**src/positioner_map.vh**
```
// register indices, status bit positions, reset values and timing for the parameter bank
// assumes inclusion by bare name from the design files of this block
`ifndef POSITIONER_MAP_VH
`define POSITIONER_MAP_VH
`define IDX_STATION_ALIAS 16'h2026
`define IDX_RANGE_UPPER_END 16'h2028
`define IDX_TORQUE_CAP 16'h202B
`define IDX_ROTATION_SENSE 16'h202C
`define IDX_REVERSAL_PAUSE 16'h202E
`define IDX_PRESENT_SPEED 16'h2030
`define IDX_RUN_PEAK_TORQUE 16'h2031
`define IDX_PRESENT_TORQUE 16'h2033
`define IDX_LOGIC_VOLTS 16'h203A
`define IDX_DRIVE_VOLTS 16'h203B
`define IDX_CONDITION_WORD 16'h2025
`define IDX_SAVE_PARAMS 16'h204F
`define BIT_RUNNING 6
`define BIT_ERROR 9
`define BIT_BLOCKED 10
`define BIT_HAND_MOVED 11
`define BIT_BAD_TARGET 12
`define BIT_POWER_WAS_LOST 13
`define BIT_POS_END 14
`define BIT_NEG_END 15
`define RST_STATION_ALIAS 16'h0000
`define RST_RANGE_UPPER_END 32'h00019000
`define RST_TORQUE_CAP 16'h0064
`define RST_ROTATION_SENSE 16'h0000
`define RST_REVERSAL_PAUSE 16'h000A
`define PAUSE_MIN_MS 16'h000A
`define PAUSE_MAX_MS 16'h2710
`define RANGE_MIN_REVS 32'h00000003
`define RANGE_MAX_REVS 32'h000000FD
`define CLK_MHZ 100
`define MS_NS 1000000
`define CLK_NS 10
`define CYCLES_PER_MS (`MS_NS / `CLK_NS)
`define SAVE_KEY 32'h65766173
`endif

```
**src/ms_tick.v**
```verilog
// one-cycle enable pulse every millisecond, derived from core_clk
// assumes a free-running core_clk at the rate set by the parameter
module ms_tick #(
  parameter CYCLES = 100000
) (
  input wire core_clk,
  input wire rst,
  output reg tick
);
  reg [16:0] cnt_q;
  always @(posedge core_clk)
  begin
    if (rst)
    begin
      cnt_q <= 17'h00000;
      tick <= 1'b0;
    end
    else if (cnt_q == CYCLES[16:0] - 17'h00001)
    begin
      cnt_q <= 17'h00000;
      tick <= 1'b1;
    end
    else
    begin
      cnt_q <= cnt_q + 17'h00001;
      tick <= 1'b0;
    end
  end
endmodule

```
**src/peak_tracker.v**
```verilog
// holds the largest torque seen in the cruise phase of the most recent run
// assumes the motion core flags the cruise phase for each sample
module peak_tracker #(
  parameter W = 16
) (
  input wire core_clk,
  input wire rst,
  input wire run_start,
  input wire cruise,
  input wire [W-1:0] torque,
  output reg [W-1:0] peak
);
  always @(posedge core_clk)
  begin
    if (rst)
      peak <= {W{1'b0}};
    else if (run_start)
      peak <= {W{1'b0}};
    else if (cruise && torque > peak)
      peak <= torque;
  end
endmodule

```
**src/positioner_parameter_objects.v**
```verilog
// parameter and status object bank of a motorised positioning drive
// assumes a service-object access port from the fieldbus stack, one access per strobe,
// and a motion core that supplies measurements and status events on core_clk
`include "positioner_map.vh"
module positioner_parameter_objects #(
  parameter CYCLES_PER_MS = `CYCLES_PER_MS,
  parameter [31:0] REV_INCREMENTS = 32'h00000400
) (
  input wire core_clk,
  input wire rst,
  input wire obj_req,
  input wire obj_wr,
  input wire [15:0] obj_index,
  input wire [31:0] obj_wdata,
  output reg obj_ack,
  output reg obj_err,
  output reg [31:0] obj_rdata,
  input wire [8:0] low_status,
  input wire ev_error,
  input wire ev_blocked,
  input wire ev_hand_moved,
  input wire ev_bad_target,
  input wire ev_power_lost,
  input wire at_pos_end,
  input wire at_neg_end,
  input wire status_clear,
  input wire [31:0] actual_position,
  input wire [15:0] speed_in,
  input wire [15:0] torque_in,
  input wire run_start,
  input wire cruise,
  input wire [15:0] logic_volts_in,
  input wire [15:0] drive_volts_in,
  input wire sii_alias_wr,
  input wire [15:0] sii_alias_data,
  input wire restart,
  input wire dir_request,
  input wire [15:0] hold_torque_in,
  output reg [15:0] active_alias,
  output reg nv_save,
  output reg [15:0] alias_to_save,
  output reg [31:0] range_end_out,
  output reg rotation_ccw,
  output reg [15:0] torque_limit,
  output reg move_permit
);
  // ----------------------------------------------------------------
  // helpers
  // ----------------------------------------------------------------
  function in_range16;
    input [15:0] v;
    input [15:0] lo;
    input [15:0] hi;
    begin
      in_range16 = (v >= lo) && (v <= hi);
    end
  endfunction

  // ----------------------------------------------------------------
  // state
  // ----------------------------------------------------------------
  reg [15:0] alias_q;
  reg [15:0] saved_alias_q;
  reg [31:0] range_end_q;
  reg [15:0] torque_cap_q;
  reg rot_q;
  reg [15:0] pause_q;
  reg [6:0] sticky_q;
  reg [15:0] speed_q;
  reg [15:0] torque_q;
  reg [15:0] logic_v_q;
  reg [15:0] drive_v_q;
  reg [13:0] pause_cnt_q;
  reg pausing_q;
  reg last_dir_q;
  wire ms_en;
  wire [15:0] peak_w;
  wire [15:0] cond_word;
  wire standstill;
  wire [31:0] lo_end;
  wire [31:0] hi_end;
  wire wr;

  assign standstill = ~low_status[`BIT_RUNNING];
  assign cond_word = {sticky_q, low_status};
  assign lo_end = actual_position + REV_INCREMENTS * `RANGE_MIN_REVS;
  assign hi_end = actual_position + REV_INCREMENTS * `RANGE_MAX_REVS;
  assign wr = obj_req && obj_wr;

  ms_tick #(
    .CYCLES(CYCLES_PER_MS)
  ) u_tick (
    .core_clk(core_clk),
    .rst(rst),
    .tick(ms_en)
  );

  peak_tracker #(
    .W(16)
  ) u_peak (
    .core_clk(core_clk),
    .rst(rst),
    .run_start(run_start),
    .cruise(cruise),
    .torque(torque_in),
    .peak(peak_w)
  );

  // ----------------------------------------------------------------
  // status flags, bits 9 to 15: bits 9 to 13 sticky, bits 14 and 15 follow the range-end inputs
  // ----------------------------------------------------------------
  // an event in the clearing cycle survives: set wins
  always @(posedge core_clk)
  begin
    if (rst)
      sticky_q <= 7'h00;
    else
    begin
      sticky_q[0] <= ev_error | (sticky_q[0] & ~status_clear);
      sticky_q[1] <= ev_blocked | (sticky_q[1] & ~status_clear);
      sticky_q[2] <= ev_hand_moved | (sticky_q[2] & ~status_clear);
      sticky_q[3] <= ev_bad_target | (sticky_q[3] & ~status_clear);
      sticky_q[4] <= ev_power_lost | (sticky_q[4] & ~status_clear);
      sticky_q[5] <= at_pos_end;
      sticky_q[6] <= at_neg_end;
    end
  end

  // ----------------------------------------------------------------
  // measurements, sampled each cycle, never written by the bus
  // ----------------------------------------------------------------
  always @(posedge core_clk)
  begin
    if (rst)
    begin
      speed_q <= 16'h0000;
      torque_q <= 16'h0000;
      logic_v_q <= 16'h0000;
      drive_v_q <= 16'h0000;
    end
    else
    begin
      speed_q <= speed_in;
      torque_q <= torque_in;
      logic_v_q <= logic_volts_in;
      drive_v_q <= drive_volts_in;
    end
  end

  // ----------------------------------------------------------------
  // object access
  // ----------------------------------------------------------------
  always @(posedge core_clk)
  begin
    if (rst)
    begin
      obj_ack <= 1'b0;
      obj_err <= 1'b0;
      obj_rdata <= 32'h00000000;
      alias_q <= `RST_STATION_ALIAS;
      range_end_q <= `RST_RANGE_UPPER_END;
      torque_cap_q <= `RST_TORQUE_CAP;
      rot_q <= 1'b0;
      pause_q <= `RST_REVERSAL_PAUSE;
      nv_save <= 1'b0;
      saved_alias_q <= `RST_STATION_ALIAS;
    end
    else
    begin
      obj_ack <= obj_req;
      obj_err <= 1'b0;
      obj_rdata <= 32'h00000000;
      nv_save <= 1'b0;
      if (sii_alias_wr)
      begin
        // the store was written directly, so commit without waiting for the master
        alias_q <= sii_alias_data;
        saved_alias_q <= sii_alias_data;
        nv_save <= 1'b1;
      end
      if (obj_req)
      begin
        case (obj_index)
          `IDX_STATION_ALIAS:
          begin
            obj_rdata <= {16'h0000, alias_q};
            if (obj_wr)
              alias_q <= obj_wdata[15:0];
          end
          `IDX_RANGE_UPPER_END:
          begin
            obj_rdata <= range_end_q;
            if (obj_wr)
            begin
              if (standstill && obj_wdata >= lo_end && obj_wdata <= hi_end)
                range_end_q <= obj_wdata;
              else
                obj_err <= 1'b1;
            end
          end
          `IDX_TORQUE_CAP:
          begin
            obj_rdata <= {16'h0000, torque_cap_q};
            if (obj_wr)
              torque_cap_q <= obj_wdata[15:0];
          end
          `IDX_ROTATION_SENSE:
          begin
            obj_rdata <= {31'h00000000, rot_q};
            if (obj_wr)
            begin
              if (standstill && obj_wdata[31:1] == 31'h00000000)
                rot_q <= obj_wdata[0];
              else
                obj_err <= 1'b1;
            end
          end
          `IDX_REVERSAL_PAUSE:
          begin
            obj_rdata <= {16'h0000, pause_q};
            if (obj_wr)
            begin
              if (obj_wdata[31:16] == 16'h0000 &&
                  in_range16(obj_wdata[15:0], `PAUSE_MIN_MS, `PAUSE_MAX_MS))
                pause_q <= obj_wdata[15:0];
              else
                obj_err <= 1'b1;
            end
          end
          `IDX_SAVE_PARAMS:
          begin
            if (obj_wr)
            begin
              if (obj_wdata == `SAVE_KEY)
              begin
                saved_alias_q <= alias_q;
                nv_save <= 1'b1;
              end
              else
                obj_err <= 1'b1;
            end
          end
          `IDX_PRESENT_SPEED:
          begin
            obj_rdata <= {16'h0000, speed_q};
            obj_err <= obj_wr;
          end
          `IDX_RUN_PEAK_TORQUE:
          begin
            obj_rdata <= {16'h0000, peak_w};
            obj_err <= obj_wr;
          end
          `IDX_PRESENT_TORQUE:
          begin
            obj_rdata <= {16'h0000, torque_q};
            obj_err <= obj_wr;
          end
          `IDX_LOGIC_VOLTS:
          begin
            obj_rdata <= {16'h0000, logic_v_q};
            obj_err <= obj_wr;
          end
          `IDX_DRIVE_VOLTS:
          begin
            obj_rdata <= {16'h0000, drive_v_q};
            obj_err <= obj_wr;
          end
          `IDX_CONDITION_WORD:
          begin
            obj_rdata <= {16'h0000, cond_word};
            obj_err <= obj_wr;
          end
          default:
            obj_err <= 1'b1;
        endcase
      end
    end
  end

  // ----------------------------------------------------------------
  // address take-over on restart
  // ----------------------------------------------------------------
  // the live alias only moves on restart, from the saved copy
  always @(posedge core_clk)
  begin
    if (rst)
    begin
      active_alias <= `RST_STATION_ALIAS;
      alias_to_save <= `RST_STATION_ALIAS;
    end
    else
    begin
      alias_to_save <= saved_alias_q;
      if (restart)
        active_alias <= saved_alias_q;
    end
  end

  // ----------------------------------------------------------------
  // reversal pause and drive-facing outputs
  // ----------------------------------------------------------------
  // limitation: pause counts whole ms ticks, so it may be up to 1 ms short of a tick boundary
  always @(posedge core_clk)
  begin
    if (rst)
    begin
      pause_cnt_q <= 14'h0000;
      pausing_q <= 1'b0;
      last_dir_q <= 1'b0;
      move_permit <= 1'b1;
      range_end_out <= `RST_RANGE_UPPER_END;
      rotation_ccw <= 1'b0;
      torque_limit <= 16'h0000;
    end
    else
    begin
      range_end_out <= range_end_q;
      rotation_ccw <= rot_q;
      // holding torque clipped to the cap only at standstill
      if (standstill && hold_torque_in > torque_cap_q)
        torque_limit <= torque_cap_q;
      else
        torque_limit <= hold_torque_in;
      if (!pausing_q && dir_request != last_dir_q)
      begin
        pausing_q <= 1'b1;
        pause_cnt_q <= pause_q[13:0];
        move_permit <= 1'b0;
        last_dir_q <= dir_request;
      end
      else if (pausing_q && ms_en)
      begin
        if (pause_cnt_q <= 14'h0001)
        begin
          pausing_q <= 1'b0;
          move_permit <= 1'b1;
        end
        else
          pause_cnt_q <= pause_cnt_q - 14'h0001;
      end
    end
  end
endmodule

```
**config.mk**
```make
export PLATFORM = sky130hd
export DESIGN_NAME = positioner_parameter_objects
export DESIGN_NICKNAME = d
export VERILOG_FILES = /design/src/ms_tick.v /design/src/peak_tracker.v /design/src/positioner_parameter_objects.v
export VERILOG_INCLUDE_DIRS = /design/src
export SDC_FILE = /design/constraint.sdc
export NUM_CORES = 1
export LEC_CHECK = 0
export BUFFER_PORTS_ARGS = -buffer_cell sky130_fd_sc_hd__clkbuf_2
export CORE_UTILIZATION = 24
export CTS_BUF_LIST = sky130_fd_sc_hd__clkbuf_4
export CTS_CLUSTER_SIZE = 16
export DETAILED_ROUTE_END_ITERATION = 16
export MAX_ROUTING_LAYER = met4
export PLACE_DENSITY = 0.47
export SYNTH_ARGS = -nofsm -noshare
export SYNTH_HDL_FRONTEND = slang
export SYNTH_SLANG_ARGS = --single-unit
export TNS_END_PERCENT = 30
```
**constraint.sdc**
```tcl
create_clock -name core_clk -period 6.25 [get_ports core_clk]
set_clock_uncertainty 0.05 [all_clocks]
set_input_delay 1.25 -clock core_clk [delete_from_list [all_inputs] [get_ports core_clk]]
set_output_delay 1.25 -clock core_clk [all_outputs]
set_load 0.005 [all_outputs]
```
Word-level counts from Yosys, hierarchy flattened. Cells that the tools add are included.

$add $sub $neg: 4. $lt $le $gt $ge: 7. Equality and inequality tests: 16. Multiplexer cells: 35. Bitwise operators: 13. Reductions and logical operators: 25.

Operators by type and width (count): case mux 32 bit (11 select lines) (1); == test 16 x 14 -> 1 bit, second input constant (12); 2-to-1 mux 16 bit (10); 2-to-1 mux 14 bit (3); adder 32 x 12 -> 32 bit, second input constant (1); adder 32 x 18 -> 32 bit, second input constant (1); == test 32 x 31 -> 1 bit, second input constant (1); >= comparator 32 bit (1); > comparator 16 bit (2); <= comparator 32 bit (1); logical NOT 31 bit (1); 2-to-1 mux 1 bit (20); adder 17 x 1 -> 17 bit, second input constant (1); == test 17 bit, second input constant (1); >= comparator 16 x 4 -> 1 bit, second input constant (1); <= comparator 16 x 14 -> 1 bit, second input constant (1); logical NOT 16 bit (1); <= comparator 14 x 1 -> 1 bit, second input constant (1); subtractor 14 x 1 -> 14 bit, second input constant (1); AND reduction 4 bit (3); logical AND 1 bit (9); OR reduction 2 bit (4); case mux 1 bit (6 select lines) (1); OR reduction 6 bit (1); 9 further kinds (21).

Register bits: 335. Bits of input ports: 202. Output and inout bits: 117. Word-level logic and storage cells: 127.

Depth between registers and ports, before layout.
Depth after elaboration: 7. Mapped depth: 17. Mapped depth without buffers: 15.

Cells and area by module. A second synthesis with hierarchy kept.

Cells, all modules: 1670. Area, all modules: 15601.2 um^2.

Modules (own cells, without submodules): positioner_parameter_objects (instances 1, cells each 1458, area an instance 13686.9 um^2, sequential area each 6025.8 um^2); peak_tracker (instances 1, cells each 124, area an instance 1052.3 um^2, sequential area each 320.3 um^2); ms_tick (instances 1, cells each 88, area an instance 862.1 um^2, sequential area each 360.3 um^2).

Worst setup path after synthesis. Ideal clock, no wire load.

Kind: input to register. Start: input port actual_position[22]. End: register range_end_q[24]. Arrival: 4666 ps. Required time: 6079 ps. Setup slack: 1413 ps. Stages: 16. Buffers on the path: 2. Path through: clkbuf_1 > and3_1 > and3_1 > nand3_1 > nor2_1 > nand3_1 > xor2_1 > ha_1 > nand4_1 > or4_1 > nor2_1 > o21ai_0 > nor4b_1 > nor4_2 > buf_2 > mux2_2.

Word-level cells in the longest chain between the ends: 5.

RTL lines: start: declaration (RTL line positioner_parameter_objects.v:27) `input wire [31:0] actual_position,`; adder 32 x 12 -> 32 bit (no line); >= comparator 32 bit (RTL line positioner_parameter_objects.v:195) `if (standstill && obj_wdata >= lo_end && obj_wdata <= hi_end)`; logical AND 1 bit (RTL line positioner_parameter_objects.v:195); logical AND 1 bit (*) (RTL line positioner_parameter_objects.v:195); AND reduction 4 bit (no line) (*); end signal: assignment (RTL line positioner_parameter_objects.v:161) `` range_end_q <= `RST_RANGE_UPPER_END; ``; end signal: assignment (RTL line positioner_parameter_objects.v:196) `range_end_q <= obj_wdata;`; end: declaration (RTL line positioner_parameter_objects.v:64) `reg [31:0] range_end_q;`.

Every way passes the cells marked *; elsewhere a longest branch is shown, timed or not. A chain may end at the register's enable or synchronous reset.

Worst setup path in the final report.
Start: input port actual_position[10]. End: register range_end_q[5].

The elaborated chain is that of the path after synthesis.

==> summary.md <==
| Metric | Value |
|---|---|
| Async SR Flop Fraction | `0` |
| Die area | `65900 um^2` |
| Initial Utilization | `0.242` |
| Top cell type's share of synthesized area | `0.430` |
| Post-synth EDFFs | `0` |
| Most frequent cells in the layout | `dfxtp_1, clkbuf_2, nor2_1, nor2b_1, clkbuf_4` |
| Initial DRC Count | `767` |
| Synth area leader | `dfxtp_1` |
| Fmax | `220 MHz` |
| Std cell rows | `93` |
| Vias in the first global route | `~13000` |
| Crit path time final | `about 4.5 ns` |
| Power, Total | `approximately 4.7 mW` |
| H-Tree Depth | `3` |
| Most used cell, CP | `nor2_1` |
| Maxcap violations | `0` |
| Postcts setup bufs | `0` |
| Hold crit path type | `reg2reg` |
| Vias | `about 14000` |
| Largest net degree at the start of global routing | `slightly above 100` |
| PortBufs | `318` |
| Slew at the pin closest to its max-slew limit | `around 1.2 ns` |
| Detailed-route wire length per cell | `between 15 and 20 um` |
| Grt ovf | `0` |
| Antenna violations before repair | `7` |
| Final hold viol count | `0` |
| Status | `finished clean` |
| Register bit count reported by yosys | `around 340` |
| Power Density | `around 240 nW/um^2` |
| Part of the Yosys area used for sequential elements | `0.430` |
| CORE AREA | `64300 um^2` |
| NumNets Final | `2322` |
| Worst Setup SP | `actual_position[10]` |
| Detailed Routing Iterations Pass 1 | `5` |
| Worst R2R End | `u_peak.peak[13]` |
| Reg2Reg Launch Point | `u_peak.peak[13]` |
| Die Ht | `257 um` |
| Slowest CP cell | `or4_1` |
| Crit path max fanout | `32` |
| Worst Setup End Kind | `flip-flop` |
| Critical Path AT | `between 5 and 6 ns` |
| Worst-Skew Late Latency | `between 0.8 and 0.9 ns` |
| Crit path cell chain | `clkbuf_2, inv_1, ha_1, nor2_1, nand3_1, nor2_1, nand2_1, xor2_1, ha_1, nand4_1, or4_1, nor2_1, o21ai_0, nor4b_1, nor4_4, buf_4, mux2_2` |
| Die width | `~260 um` |
| Area growth syn-to-layout | `23.4%` |
| Unrepaired setup endpoints after global routing | `no` |
| Tcrit/Tclk final | `0.727` |
| Count of cell types in the netlist | `62` |
| IO Count | `between 300 and 400` |
| Pleak | `8.13 nW` |
| Maximum VDD drop | `between 0.09 and 0.1 mV` |
| Proportion of layout cells with a drive suffix above 1 | `0.253` |
| Cts bufs inserted | `93` |
| Critical path type | `in2reg` |
| TritonCTS clock tree | `built` |
| First-pass GRT wire length | `approximately 84000 um` |
| Final Max Tran Viols | `0` |
| Critical path's largest stage delay | `slightly below 0.6 ns` |
| Antenna-violating nets left | `0` |
| DRT Wirelength | `57500 um` |
| Ys flop type | `dfxtp_1` |
| Syn_nets | `about 2000` |
| Crit path to | `range_end_q[5]` |
| Mapped cell area | `between 15000 and 20000 um^2` |
| Startpoint Class | `input pin` |
| Clock sinks | `335` |
| Final RePlAce weighted congestion | `0.839` |
| Clock Pin Slew Worst Setup and Hold Paths | `around 0.06 ns` |
| Synthesized area per cell | `between 9 and 10 um^2` |
| Root Buffer | `clkbuf_4` |
| Clock Tree Buf Depth | `3` |
| Cells after synthesis | `1697` |
| Worst Path Required | `about 7 ns` |
| Max-Slew Margin vs Limit | `0.229` |
| Final setup vio count | `0` |
| Detailed Place HPWL | `43700 um` |
| Hold-fix buffers, CTS | `0` |
| Ys Warns | `0` |
| R2R setup slack | `3.48 ns` |
| Number of remaining DRC errors | `0` |
| Worst-case reg-to-reg path depth | `10` |
| Setup tns final | `0 ns` |
| Gr usage total | `0.176` |
| Commonest non-fill, non-tap cell in the layout | `dfxtp_1` |
| Post-CTS resize count | `0` |
| Vias per inst | `roughly 4.6` |
| Top cells by area, synth | `dfxtp_1, ha_1, mux2i_1` |
-- metal layers --
metal | track usage | share of wire
met3 | 0.0330 | 0.048
met1 | 0.216 | 0.45
met4 | 0.0585 | 0.025
met5 | - | 0
met2 | 0.289 | 0.48
-- Yosys cell counts, types with 4 or more instances --
master and number:
nor2b_1 146, mux2_2 35, buf_2 6, a22oi_1 13, nor3_1 23, nor4b_1 4
a22o_1 14, a21o_1 13, clkbuf_1 85, xnor2_1 20, nor2_1 160, a21oi_1 63
buf_1 7, o211ai_1 8, a211oi_1 39, nand3_1 34, and3_1 31, nand4_1 26
nor4_1 12, nand2b_1 43, o21a_1 6, nor3b_1 4, ha_1 90, nand2_1 132
a211o_1 7, or4_1 5, and4_1 7, a222oi_1 35, o21ai_0 40, and2_1 6
mux2i_1 98, or2_2 4, dfxtp_1 335, a31oi_1 14, inv_1 58, or3_1 4
a221oi_1 4, xor2_1 37
-- worst min path at each step --
stage,start,to,slack [ns],cells past startpoint
detailed placement,range_end_q[16],range_end_out[16],0.40,2
finish,range_end_q[16],range_end_out[16],0.41,2
global placement,range_end_q[16],range_end_out[16],0.39,2
global route,u_peak.peak[9],u_peak.peak[9],0.42,2
CTS,range_end_q[16],range_end_out[16],0.41,2
floorplan,range_end_q[16],range_end_out[16],0.36,2
-- worst max-delay path: cells and delay by family --
family | cells | cell delay, ns
buffers and inverters | 3 | 0.65
and+or+nand+nor | 9 | 2.13
xor gates and xnor gates | 1 | 0.15
muxes | 1 | 0.39
adders and majority gates | 2 | 0.50
AOI/OAI and AO/OA | 1 | 0.08
-- cell families (layout without fill, tap and decap cells) --
logic type,Yosys count,in the layout,share of synthesized area
multiplexers,133,133,0.0883
AND/OR/NAND/NOR,652,652,0.215
other,0,14,0
XOR/XNOR,57,57,0.0320
buffers and inverters,156,559,0.0381
flip-flops,335,335,0.430
AO/OA/AOI/OAI,274,274,0.124
adder cells (fa/ha/maj),90,90,0.0723
-- through the flow --
step           instances  cell area [um^2]  hold slack (ns)   util  setup WS, ns
6_report            2969             19200            0.408  0.299          1.71
5_1_grt             2967             19200            0.421  0.299          1.51
3_3_place_gp        2790             18000            0.388  0.280         0.853
3_5_place_dp        2790             18000            0.396  0.280         0.845
2_1_floorplan       1697             15600            0.359      -          1.41
4_1_cts             2955             19200            0.408  0.298          1.73
-- cell type report --
cell class / count / area (um^2)
Antenna cell: 14 / 35.0
Clock buffer: 136 / 1020
Clock inverter: 29 / 131
Fill cell: 6895 / 45100
Inverter: 58 / 218
Multi-Input combinational cell: 1206 / 8310
Sequential cell: 335 / 6710
Tap cell: 855 / 1070
Timing Repair Buffer: 336 / 1740
-- power by group --
part / internal (mW) / switching (mW)
registers: 2.20 / 0.0345
clock network: 0.999 / 0.950
logic: 0.209 / 0.307
total: 3.41 / 1.29
-- registers in the layout, summed over array words and instances, names as in the netlist, 17 cells and up --
signal and count:
obj_rdata 32, range_end_out 32, range_end_q 32, u_tick.cnt_q 17
(Power assumes the default switching activity.)
